$ cat src/hw/rsc_consts.vh
/*
 * Constants of the reset source and start-up controller: register offsets,
 * bit positions, reset values, vectors and timing counts.
 * Assumes it is included by bare name from the design file.
 */
`ifndef RSC_CONSTS_VH
`define RSC_CONSTS_VH

// Register offsets (word index on the plain register port)
`define RSC_ADDR_CAUSE 2'h0
`define RSC_ADDR_STAT 2'h1
`define RSC_ADDR_BCTL 2'h2

// Reset cause register bit positions
`define RSC_CAUSE_OVF 7
`define RSC_CAUSE_UNF 6
`define RSC_CAUSE_WDT 4
`define RSC_CAUSE_PIN 3
`define RSC_CAUSE_RI 2
`define RSC_CAUSE_POR 1
`define RSC_CAUSE_BOR 0

// Status register bit positions
`define RSC_STAT_TO 4
`define RSC_STAT_PD 3

// Brownout control register bit positions
`define RSC_BCTL_SWEN 7
`define RSC_BCTL_RDY 0

// Brownout enable configuration field codes
`define RSC_BROWNOUT_ENABLE_CFG_OFF 2'h0
`define RSC_BROWNOUT_ENABLE_CFG_SW 2'h1
`define RSC_BROWNOUT_ENABLE_CFG_NOSLP 2'h2
`define RSC_BROWNOUT_ENABLE_CFG_ON 2'h3

// Reset values
`define RSC_SWEN_RST 1'h1
`define RSC_BOR_FLAG_POR 1'h1

// Program counter vectors
`define RSC_RESET_VEC 15'h0000
`define RSC_INT_VEC 15'h0004

// Timing
`define RSC_CLK_KHZ 50000
`define RSC_POWER_UP_TIMER_MS 64
`define RSC_START_DLY 10
`define RSC_PIN_FILT 4

`endif

$ cat src/hw/rsc_reset_ctrl.v
/*
 * Reset source combiner, power-up timer, start-up sequencer and reset
 * cause flags, with an 8-bit plain register port.
 * Assumes detector, pin and oscillator-ready inputs are asynchronous, and
 * core event inputs are one-cycle pulses on ref_clk_i.
 */
// Overview of operation
// - Brownout config 00 keeps brownout off; software enable bit then has no effect.
// - Generic brownout reset is low-power brownout OR main brownout.
// - Both brownout detectors update one shared brownout cause flag.
// - A configuration bit enables the low-power detector; erased means disabled.
// - Pin reset enabled when low-voltage programming set, else by pin-reset enable.
// - Enabled reset pin held low keeps the device in reset.
// - Reset pin input is filtered so short glitches are ignored.
// - Device never drives the reset pin low for any reset.
// - Disabled pin reset makes the pin a general input with software pull-up.
// - Watchdog timeout resets, clears its flag and marks the timeout status flag.
// - Software reset instruction resets and clears its active-low flag.
// - Stack overflow/underflow reset only when enabled; matching flag records it.
// - Leaving programming mode behaves exactly like a device reset.
// - Enabled power-up timer holds reset 64 ms after power-on or brownout.
// - Power-up timer counts only after power-on and brownout are released.
// - Execution waits for power-up timer, reset pin and oscillator start-up.
// - Timers run independently of pin; execution starts ten cycles after release.
// - Power-on reset loads its flag pattern and restart address zero.
// - Brownout reset loads its flag pattern, keeps watchdog and power-on flags.
// - Watchdog wake resumes at PC+1; watchdog reset restarts at zero.
// - Pin reset clears its flag; during sleep also sets timeout, clears powerdown.
// - Interrupt wake with global enable runs PC+1, then vectors to 0004h.
// - Stack resets set their flag, leave others, restart at zero.
// - Brownout config 01 lets the software enable bit switch brownout.
`timescale 1ns/100ps
`include "rsc_consts.vh"

module rsc_reset_ctrl #(
    parameter CNT_W = 22,
    parameter [CNT_W-1:0] POWER_UP_TIMER_CYCLES = `RSC_POWER_UP_TIMER_MS * `RSC_CLK_KHZ,
    parameter [3:0] START_CYCLES = `RSC_START_DLY,
    parameter [3:0] FILT_CYCLES = `RSC_PIN_FILT,
    parameter PC_W = 15
) (
    // Clock and reset
    input wire ref_clk_i,
    input wire rst_n_i,
    // Register port
    input wire [1:0] reg_addr_i,
    input wire [7:0] reg_wdata_i,
    input wire reg_wr_i,
    input wire reg_rd_i,
    output reg [7:0] reg_rdata_o,
    // Configuration bits
    input wire [1:0] brownout_enable_cfg_i,
    input wire low_power_brownout_cfg_i,
    input wire pin_reset_enable_cfg_i,
    input wire low_voltage_prog_cfg_i,
    input wire stack_reset_enable_cfg_i,
    input wire power_up_timer_enable_n_i,
    // Analog monitors and oscillator (asynchronous)
    input wire por_i,
    input wire brownout_det_i,
    input wire low_power_brownout_det_i,
    input wire brownout_ready_i,
    input wire osc_startup_done_i,
    input wire osc_startup_needed_i,
    // Reset pin
    input wire master_clear_pin_i,
    output wire master_clear_pin_o,
    output wire master_clear_pin_oe_o,
    output wire pin_pullup_en_o,
    output wire pin_gpio_o,
    input wire pin_pullup_sw_i,
    // Core events
    input wire watchdog_timeout_i,
    input wire reset_instr_i,
    input wire stack_overflow_i,
    input wire stack_underflow_i,
    input wire prog_mode_exit_i,
    input wire sleep_i,
    input wire int_wake_i,
    input wire global_int_enable_i,
    input wire [PC_W-1:0] pc_i,
    // Reset and restart outputs
    output wire brownout_active_o,
    output wire brownout_reset_o,
    output wire device_reset_o,
    output wire run_o,
    output reg pc_load_o,
    output reg [PC_W-1:0] pc_value_o,
    output reg int_vector_o
);

    localparam NSYNC = 6;

    // Synchroniser stages for the asynchronous inputs
    reg [NSYNC-1:0] sync_a_q;
    reg [NSYNC-1:0] sync_b_q;

    // Reset pin glitch filter
    reg filt_q;
    reg [3:0] filt_cnt_q;
    reg pin_low_q;

    // Power-up timer
    reg power_up_timer_run_q;
    reg [CNT_W-1:0] power_up_timer_cnt_q;

    // Start-up sequencer and restart vector
    reg running_q;
    reg [3:0] dly_cnt_q;
    reg vec_pend_q;

    // Software brownout enable, stored in every mode
    reg sw_en_q;

    // Cause flags, active-high stack flags and active-low others
    reg ovf_q;
    reg unf_q;
    reg wdt_n_q;
    reg pin_n_q;
    reg ri_n_q;
    reg por_n_q;
    reg bor_n_q;

    // Status flags, active low, and the active-high brownout enable
    reg to_n_q;
    reg pd_n_q;
    reg bor_en;

    // Synchronised views; only the second stage is ever read
    wire por_s = sync_b_q[0];
    wire bor_s = sync_b_q[1];
    wire low_power_brownout_s = sync_b_q[2];
    wire pin_s = sync_b_q[3];
    wire rdy_s = sync_b_q[4];
    wire osc_s = sync_b_q[5];

    // Two-stage synchroniser for every asynchronous input
    always @(posedge ref_clk_i) begin
        if (!rst_n_i) begin
            sync_a_q <= 6'h08;
            sync_b_q <= 6'h08;
        end else begin
            sync_a_q <= {osc_startup_done_i, brownout_ready_i, master_clear_pin_i,
                         low_power_brownout_det_i, brownout_det_i, por_i};
            sync_b_q <= sync_a_q;
        end
    end

    // Brownout detection enable by configuration mode
    always @* begin
        case (brownout_enable_cfg_i)
            `RSC_BROWNOUT_ENABLE_CFG_ON: bor_en = 1'b1;
            `RSC_BROWNOUT_ENABLE_CFG_NOSLP: bor_en = ~sleep_i;
            `RSC_BROWNOUT_ENABLE_CFG_SW: bor_en = sw_en_q;
            default: bor_en = 1'b0;
        endcase
    end

    wire low_power_brownout_rst = low_power_brownout_s & low_power_brownout_cfg_i;
    wire bor_gen = (bor_s & bor_en) | low_power_brownout_rst;
    wire power_rst = por_s | bor_gen;

    assign brownout_active_o = bor_en;
    assign brownout_reset_o = bor_gen;

    // Pin reset function and glitch filter
    wire pin_en = low_voltage_prog_cfg_i | pin_reset_enable_cfg_i;

    always @(posedge ref_clk_i) begin
        if (!rst_n_i) begin
            filt_q <= 1'b1;
            filt_cnt_q <= 4'h0;
        end else if (pin_s != filt_q) begin
            if (filt_cnt_q == FILT_CYCLES - 4'h1) begin
                filt_q <= pin_s;
                filt_cnt_q <= 4'h0;
            end else begin
                filt_cnt_q <= filt_cnt_q + 4'h1;
            end
        end else begin
            filt_cnt_q <= 4'h0;
        end
    end

    wire pin_low = pin_en & ~filt_q;
    wire pin_fall = pin_low & ~pin_low_q;

    // Pin is never driven; pull-up follows software when pin reset is off
    assign master_clear_pin_o = 1'b0;
    assign master_clear_pin_oe_o = 1'b0;
    assign pin_pullup_en_o = pin_en ? 1'b1 : pin_pullup_sw_i;
    assign pin_gpio_o = pin_s;

    // Power-up timer, independent of the pin
    always @(posedge ref_clk_i) begin
        if (!rst_n_i) begin
            power_up_timer_run_q <= 1'b0;
            power_up_timer_cnt_q <= {CNT_W{1'b0}};
        end else if (power_rst) begin
            power_up_timer_run_q <= ~power_up_timer_enable_n_i;
            power_up_timer_cnt_q <= {CNT_W{1'b0}};
        end else if (power_up_timer_run_q) begin
            if (power_up_timer_cnt_q == POWER_UP_TIMER_CYCLES - {{(CNT_W-1){1'b0}}, 1'b1}) begin
                power_up_timer_run_q <= 1'b0;
            end
            power_up_timer_cnt_q <= power_up_timer_cnt_q + {{(CNT_W-1){1'b0}}, 1'b1};
        end
    end

    // Event resets
    wire wdt_rst = watchdog_timeout_i & ~sleep_i;
    wire wdt_wake = watchdog_timeout_i & sleep_i & running_q;
    wire irq_wake = int_wake_i & sleep_i & running_q;
    wire stk_ovf = stack_overflow_i & stack_reset_enable_cfg_i;
    wire stk_unf = stack_underflow_i & stack_reset_enable_cfg_i;
    wire evt_rst = wdt_rst | reset_instr_i | stk_ovf | stk_unf | prog_mode_exit_i;
    wire osc_ok = ~osc_startup_needed_i | osc_s;
    wire hold = power_rst | power_up_timer_run_q | pin_low | ~osc_ok | evt_rst;

    // Start-up delay and restart vector
    // Any hold restarts the delay, so even a one-cycle event reset gives
    // the core the full start delay before the restart address is loaded
    always @(posedge ref_clk_i) begin
        if (!rst_n_i) begin
            pin_low_q <= 1'b0;
            running_q <= 1'b0;
            dly_cnt_q <= 4'h0;
            vec_pend_q <= 1'b0;
            pc_load_o <= 1'b0;
            pc_value_o <= `RSC_RESET_VEC;
            int_vector_o <= 1'b0;
        end else begin
            pin_low_q <= pin_low;
            pc_load_o <= 1'b0;
            int_vector_o <= 1'b0;
            vec_pend_q <= 1'b0;
            if (hold) begin
                running_q <= 1'b0;
                dly_cnt_q <= 4'h0;
            end else if (!running_q) begin
                if (dly_cnt_q == START_CYCLES - 4'h1) begin
                    running_q <= 1'b1;
                    pc_load_o <= 1'b1;
                    pc_value_o <= `RSC_RESET_VEC;
                end
                dly_cnt_q <= dly_cnt_q + 4'h1;
            end else if (wdt_wake | irq_wake) begin
                pc_load_o <= 1'b1;
                pc_value_o <= pc_i + {{(PC_W-1){1'b0}}, 1'b1};
                vec_pend_q <= irq_wake & global_int_enable_i;
            end else if (vec_pend_q) begin
                int_vector_o <= 1'b1;
                pc_load_o <= 1'b1;
                pc_value_o <= `RSC_INT_VEC;
            end
        end
    end

    assign device_reset_o = ~running_q;
    assign run_o = running_q;

    // Cause and status flags; hardware updates win over software writes
    wire wr_cause = reg_wr_i & (reg_addr_i == `RSC_ADDR_CAUSE);
    wire wr_stat = reg_wr_i & (reg_addr_i == `RSC_ADDR_STAT);
    wire wr_bctl = reg_wr_i & (reg_addr_i == `RSC_ADDR_BCTL);

    always @(posedge ref_clk_i) begin
        if (!rst_n_i) begin
            sw_en_q <= `RSC_SWEN_RST;
            ovf_q <= 1'b0;
            unf_q <= 1'b0;
            wdt_n_q <= 1'b1;
            pin_n_q <= 1'b1;
            ri_n_q <= 1'b1;
            por_n_q <= 1'b0;
            bor_n_q <= `RSC_BOR_FLAG_POR;
            to_n_q <= 1'b1;
            pd_n_q <= 1'b1;
        end else begin
            if (wr_bctl) begin
                sw_en_q <= reg_wdata_i[`RSC_BCTL_SWEN];
            end
            if (wr_cause) begin
                ovf_q <= reg_wdata_i[`RSC_CAUSE_OVF];
                unf_q <= reg_wdata_i[`RSC_CAUSE_UNF];
                wdt_n_q <= reg_wdata_i[`RSC_CAUSE_WDT];
                pin_n_q <= reg_wdata_i[`RSC_CAUSE_PIN];
                ri_n_q <= reg_wdata_i[`RSC_CAUSE_RI];
                por_n_q <= reg_wdata_i[`RSC_CAUSE_POR];
                bor_n_q <= reg_wdata_i[`RSC_CAUSE_BOR];
            end
            if (wr_stat) begin
                to_n_q <= reg_wdata_i[`RSC_STAT_TO];
                pd_n_q <= reg_wdata_i[`RSC_STAT_PD];
            end

            // Power-on outranks brownout, and both outrank event updates
            if (por_s) begin
                ovf_q <= 1'b0;
                unf_q <= 1'b0;
                wdt_n_q <= 1'b1;
                pin_n_q <= 1'b1;
                ri_n_q <= 1'b1;
                por_n_q <= 1'b0;
                to_n_q <= 1'b1;
                pd_n_q <= 1'b1;
            end else if (bor_gen) begin
                ovf_q <= 1'b0;
                unf_q <= 1'b0;
                pin_n_q <= 1'b1;
                ri_n_q <= 1'b1;
                bor_n_q <= 1'b0;
                to_n_q <= 1'b1;
                pd_n_q <= 1'b1;
            end else begin
                if (wdt_rst) begin
                    wdt_n_q <= 1'b0;
                    to_n_q <= 1'b0;
                end
                if (wdt_wake) begin
                    to_n_q <= 1'b0;
                    pd_n_q <= 1'b0;
                end
                if (irq_wake) begin
                    to_n_q <= 1'b1;
                    pd_n_q <= 1'b0;
                end
                if (pin_fall) begin
                    pin_n_q <= 1'b0;
                    if (sleep_i) begin
                        to_n_q <= 1'b1;
                        pd_n_q <= 1'b0;
                    end
                end
                if (reset_instr_i) begin
                    ri_n_q <= 1'b0;
                end
                if (stk_ovf) begin
                    ovf_q <= 1'b1;
                end
                if (stk_unf) begin
                    unf_q <= 1'b1;
                end
            end
        end
    end

    // Read data, one cycle after the read strobe
    always @(posedge ref_clk_i) begin
        if (!rst_n_i) begin
            reg_rdata_o <= 8'h00;
        end else if (reg_rd_i) begin
            case (reg_addr_i)
                `RSC_ADDR_CAUSE:
                    reg_rdata_o <= {ovf_q, unf_q, 1'b0, wdt_n_q, pin_n_q,
                                    ri_n_q, por_n_q, bor_n_q};
                `RSC_ADDR_STAT:
                    reg_rdata_o <= {3'h0, to_n_q, pd_n_q, 3'h0};
                `RSC_ADDR_BCTL:
                    reg_rdata_o <= {sw_en_q, 6'h00, rdy_s};
                default:
                    reg_rdata_o <= 8'h00;
            endcase
        end else begin
            reg_rdata_o <= 8'h00;
        end
    end

endmodule

$ cat config.mk
export PLATFORM = sky130hd
export DESIGN_NAME = rsc_reset_ctrl
export DESIGN_NICKNAME = d
export VERILOG_FILES = /design/src/hw/rsc_reset_ctrl.v
export VERILOG_INCLUDE_DIRS = /design/src /design/src/hw
export SDC_FILE = /design/constraint.sdc
export NUM_CORES = 1
export LEC_CHECK = 0
export BUFFER_PORTS_ARGS = -buffer_cell sky130_fd_sc_hd__buf_2
export CAP_MARGIN = 15
export CORE_ASPECT_RATIO = 1.5
export CORE_MARGIN = 5
export CORE_UTILIZATION = 54
export CTS_BUF_LIST = sky130_fd_sc_hd__clkbuf_4
export CTS_CLUSTER_DIAMETER = 200
export DETAILED_ROUTE_END_ITERATION = 8
export GPL_ROUTABILITY_DRIVEN = 0
export HOLD_SLACK_MARGIN = 0.15
export PLACE_DENSITY_LB_ADDON = 0.1
export SYNTH_ARGS = -nofsm -noshare
export SYNTH_HDL_FRONTEND = slang
export SYNTH_SLANG_ARGS = --single-unit
$ cat constraint.sdc
create_clock -name ref_clk_i -period 2.2 [get_ports ref_clk_i]
set_input_delay 0 -clock ref_clk_i [delete_from_list [all_inputs] [get_ports ref_clk_i]]
set_output_delay 0 -clock ref_clk_i [all_outputs]
set_load 0.05 [all_outputs]
After elaboration in Yosys (flattened, before gate mapping)
Index checks and enable logic that the tools add are counted.

Memory bits (read-only): 0. Bits in writable memories: 0. Bits in latches: 0. Bits in registers: 82. Output and inout bits: 33. Input port bits: 52. Memories kept: 0. Logic and storage cells: 133.

Shift operators: 0. $mul: 0. Eq/ne operators: 10. Order comparisons: 0. Multiplexer cells: 40. Add/sub/neg operators: 4. Reductions and logical operators: 16. Bitwise gates (word level): 39. Div/mod/pow operators: 0.

Operator list (count): $mux W15 (4); $mux W1 (34); $pmux W8 S3 (1); $add A22 B1 Y22 const B (1); $eq A22 B22 Y1 const B (1); $add A15 B1 Y15 const B (1); $and A1 B1 Y1 (15); $or A1 B1 Y1 (13); $not A1 Y1 (11); $reduce_bool A2 Y1 (5); $add A4 B1 Y4 const B (2); $reduce_or A4 Y1 (2); $eq A2 B2 Y1 const B (3); $reduce_or A2 Y1 (3); $reduce_or A3 Y1 (2); $eq A2 B1 Y1 const B (2); $eq A4 B2 Y1 const B (1); $eq A4 B4 Y1 const B (1); $reduce_and A2 Y1 (2); $ne A3 B1 Y1 const B (1); $pmux W1 S3 (1); $reduce_and A3 Y1 (1); $logic_not A2 Y1 (1); $ne A1 B1 Y1 (1).

Logic depth before layout (Yosys ltp)
Depth in word-level cells: 11. Depth in mapped cells: 8. Mapped depth without buffers: 7.

Least setup slack after synthesis
Ideal clock, no wire load.

Path type: register -> register. Start point: register running_q, in the netlist run_o. End point: register pc_value_o[1]. Stages on the path, launching flop included: 7. Slack: -0.081 ns. Data required time: 2.128 ns. Clock period less this slack: 2.281 ns. Setup time: 0.072 ns. Buffers on the path: 1. Arrival: 2.209 ns. Cells stage by stage: dfxtp_1 > buf_2 > inv_1 > a22oi_1 > nand3_2 > nor2_2 > mux2i_1.

Cells in the longest elaborated chain, start to end: 4. Elaborated cells between the ends (all ways): 8. Classes of those cells: eq/ne (1); mux (2); bitwise (3); reduce/logical (2).

RTL lines: from (decl) (RTL line rsc_reset_ctrl.v:108) `reg running_q;`; from (signal assigned) (RTL line rsc_reset_ctrl.v:226) `running_q <= 1'b0;`; from (signal assigned) (RTL line rsc_reset_ctrl.v:238) `running_q <= 1'b0;`; from (signal assigned) (RTL line rsc_reset_ctrl.v:242) `running_q <= 1'b1;`; $and A1 B1 Y1, on equally long branches (RTL line rsc_reset_ctrl.v:212, rsc_reset_ctrl.v:213); $or A1 B1 Y1 (RTL line rsc_reset_ctrl.v:247) `end else if (wdt_wake | irq_wake) begin`; $ne A3 B1 Y1 (no line) / $mux W15 (equally long branches); $reduce_and A3 Y1 (no line) / $mux W15 (equally long branches); to (signal assigned) (RTL line rsc_reset_ctrl.v:244) `` pc_value_o <= `RSC_RESET_VEC; ``; to (signal assigned) (RTL line rsc_reset_ctrl.v:249) `pc_value_o <= pc_i + {{(PC_W-1){1'b0}}, 1'b1};`; to (signal assigned) (RTL line rsc_reset_ctrl.v:254) `` pc_value_o <= `RSC_INT_VEC; ``; to (decl) (RTL line rsc_reset_ctrl.v:88) `output reg [PC_W-1:0] pc_value_o,`.

Parallel ways exist; a longest one is shown, timed or not. A chain may end at the register's enable or synchronous reset.

Worst setup path in the final report
Start point: register sync_b_q[1]. End point: register pc_value_o[13].

Cells in the longest elaborated chain, start to end: 9.

RTL lines: from (decl) (RTL line rsc_reset_ctrl.v:96) `reg [NSYNC-1:0] sync_b_q;`; from (signal assigned) (RTL line rsc_reset_ctrl.v:145) `sync_b_q <= sync_a_q;`; $and A1 B1 Y1 (RTL line rsc_reset_ctrl.v:160) `wire bor_gen = (bor_s & bor_en) | low_power_brownout_rst;`; $or A1 B1 Y1 (RTL line rsc_reset_ctrl.v:160); $or A1 B1 Y1 (RTL line rsc_reset_ctrl.v:161) `wire power_rst = por_s | bor_gen;`; $or A1 B1 Y1 (4 in a row) (RTL line rsc_reset_ctrl.v:218) `wire hold = power_rst | power_up_timer_run_q | pin_low | ~osc_ok | evt_rst;`; $not A1 Y1 (no line); $reduce_and A3 Y1 (no line); to (signal assigned) (RTL line rsc_reset_ctrl.v:230) `` pc_value_o <= `RSC_RESET_VEC; ``; to (signal assigned) (RTL line rsc_reset_ctrl.v:244); to (signal assigned) (RTL line rsc_reset_ctrl.v:249).

Every way passes these cells.

==> impl_metrics.ini <==
[placed_design]
place_inst = 538
place_ws_ns = 0.2832
hpwlAfterDp_mm = 5.629
port_buffers = 80

[synthesis]
yosys_register_bits = 81
ys_warn_count = 0
avgSynthCellArea_um2 = 9.100
ys_top_cells_by_area = dfxtp_1 (45%), xor2_1 (6.6%), mux2i_1 (5.9%), nor2_1 (4.3%), nand4_1 (3.9%)
yosysSeqAreaShare_pct = 45.46
synth_top_area_share_pct = 45.46
yosys.area.top_type = dfxtp_1
postSynth.asyncResetShare_pct = 0
synthFlopType = dfxtp_1
syn_inst = 392
synth_edf_count = 0
syn_area_um2 = 3567
synth_cell_types = 51

[sta]
fin_worst_skew_ns = 0.01455
grt_setup_unrepaired = true
relSlewSlack_pct = 62.53
setup_ws_ns = 0.07732
period_needed_ns = 2.123
setup_viol = 0
whs_ns = 0.1822
fmax_ghz = 0.4711
worst_slew_pin_slew_ns = 0.5590
drv_slew = 0
timing_hold_violations_final = 0
fin_setup_tns_ns = 0
fin_crit_sh_pct = 96.49

[worst_setup_path]
crit_type = flip-flop to flip-flop
worstReg2RegEnd = pc_value_o[13]
worst-r2r-setup-slack_ns = 0.08
cp_max_fo = 8
reg2reg_from = sync_b_q[1]
cp-start-kind = flip-flop
worst-endpoint-required_ns = 2.53
arrival_ns = 2.45
r2r_cells = 7
endpoint_kind = flip-flop

[hold_path]
holdCritStartpoint = watchdog_timeout_i
holdPathStages = 4
hp-class = input pin to flip-flop
hold-path-endpoint = pc_value_o[2]

[drt]
wl_per_cell_um = 14.32
drc = 0
via_per_inst = 5.285
drtIter0Drc = 146
wl_mm = 8.991
vias = 3319
drtPass1Iterations = 4
ant_nets = 0

[layout]
final_common_cell = buf_2
finalNetCount = 605
layout_common_cells = buf_2 (80), dfxtp_1 (78), dlygate4sd3_1 (73), nor2_1 (41), nand2_1 (34)
antenna_cells = 0
fill_cells = 463
final_cell_count_no_fill = 628
multi_input_area_um2 = 1858
area_growth_pct = 40.23
drive_gt1_share_pct = 21.38
seq_area_um2 = 1625

[grt]
antenna_found_initial = 0
grt_pass1_vias = 3472
grt_pass1_wl_mm = 15.90
overflow = 0
grtUsageTotal_pct = 23.27
grt_max_degree = 33

[pwr]
leakagePower_nw = 2.124
ir_drop_v = 0.0004231
powerDensity_nw_per_um2 = 609.8

[floorplan]
dieArea_um2 = 8365
die_h_um = 109.5
dieWidth_um = 76.36
fp-row-count = 36
ios = 85
start_util_pct = 55.00
core_um2 = 6486

[clock_tree]
cts_buffers = 9
clock-root-buffer = clkbuf_4
cts_max_level = 3
cts.sinks = 81
clockBufferDepth = 2
tritoncts = built
clk_pin_slew_ns = 0.13
clock_latency_ns = 0.43

[job]
maxCapViolations = 0

[outcome]
status = finished clean
## registers in the layout, summed over array words and instances, names as in the netlist, 4 cells and up
name / count
sync_b_q: 6
reg_rdata_o: 7
dly_cnt_q: 4
sync_a_q: 6
power_up_timer_cnt_q: 22
pc_value_o: 15
filt_cnt_q: 4
## cells by family after synthesis
family / count (synthesis) / share of synthesized area, %
and+or+nand+nor: 188 / 27.61
other: 1 / 0.1051
AOI/OAI and AO/OA: 29 / 5.718
xor gates and xnor gates: 40 / 9.821
buffers and inverters: 26 / 3.332
muxes: 22 / 6.208
adders and majority gates: 5 / 1.754
DFF: 81 / 45.46
## per-stage QoR
stage / instance area [µm²] / utilization [%] / power, mW
after global routing: 5002 / 77.12 / 3.175
final: 5002 / 77.12 / 3.050
after global placement: 4033 / 62.17 / 1.789
after floorplan: 3581 / - / 1.697
after CTS: 4962 / 76.50 / 3.057
after detailed placement: 4033 / 62.17 / 1.793
## Yosys cell counts, types with 2 or more instances
master and count:
and3_1 7, o21ai_0 5, nand2b_1 5, a21oi_1 5, nor3_1 9, nand2_1 34
ha_1 5, buf_2 2, nor3b_1 2, and2_1 18, dfxtp_1 81, and4_1 2
buf_4 3, nor2b_1 5, nand3_1 22, xnor2_1 13, nand4_1 22, nor2_1 41
inv_1 8, buf_1 2, xor2_1 27, nand3b_1 4, nor4_1 6, mux2i_1 21
clkbuf_1 10, o211ai_1 8
## cell type report
| type | instances | area share [%] |
|---|---|---|
| tap | 76 | 1.901 |
| sequential | 81 | 32.49 |
| timing repair buffer | 161 | 23.89 |
| clock buffer | 9 | 1.351 |
| clock inverter | 6 | 2.626 |
| inverter | 8 | 0.6003 |
| multi-input combinational | 287 | 37.14 |
## critical path: stages, from the launching register on
cell and delay (ns):
dfxtp_2 0.34, a32o_1 0.27, a21o_2 0.22, or2_1 0.26, buf_6 0.15, o211ai_1 0.16, nand2_1 0.07, dlygate4sd3_1 0.55
## layer usage
metal,global-route usage (%),wire length (µm),share of wire [%]
met1,26.00,3643,41
met4,10.00,213,2.4
met2,42.95,4766,53
met3,4.344,368,4.1
met5,0,0,0
## how the worst max path moves through the flow
stage | startpoint | end | slack, ns | depth (start not counted)
final | sync_b_q[1] | pc_value_o[13] | 0.08 | 7
after global routing | sync_b_q[1] | int_vector_o | -0.06 | 7
after CTS | filt_q | pc_value_o[13] | 0.01 | 6
after detailed placement | filt_q | pc_value_o[0] | 0.28 | 5
after global placement | filt_q | pc_value_o[0] | 0.37 | 5
after floorplan | run_o | pc_value_o[0] | 0.12 | 6
## what timing repair did
item / in CTS / in global routing
buffers inserted: 0 / 2
endpoints found under the hold margin: 51 / 0
setup endpoints to repair: 0 / 5
hold buffers: 73 / 0
resized for setup: 0 / 8
## power by group
group / leakage [nW] / total (mW) / switching, mW / internal, mW
logic: 1.37 / 0.366 / 0.180 / 0.186
clock network: 0.0997 / 1.17 / 0.494 / 0.680
registers: 0.659 / 1.51 / 0.0156 / 1.49
Note: power is estimated with default switching activity, not from simulation.
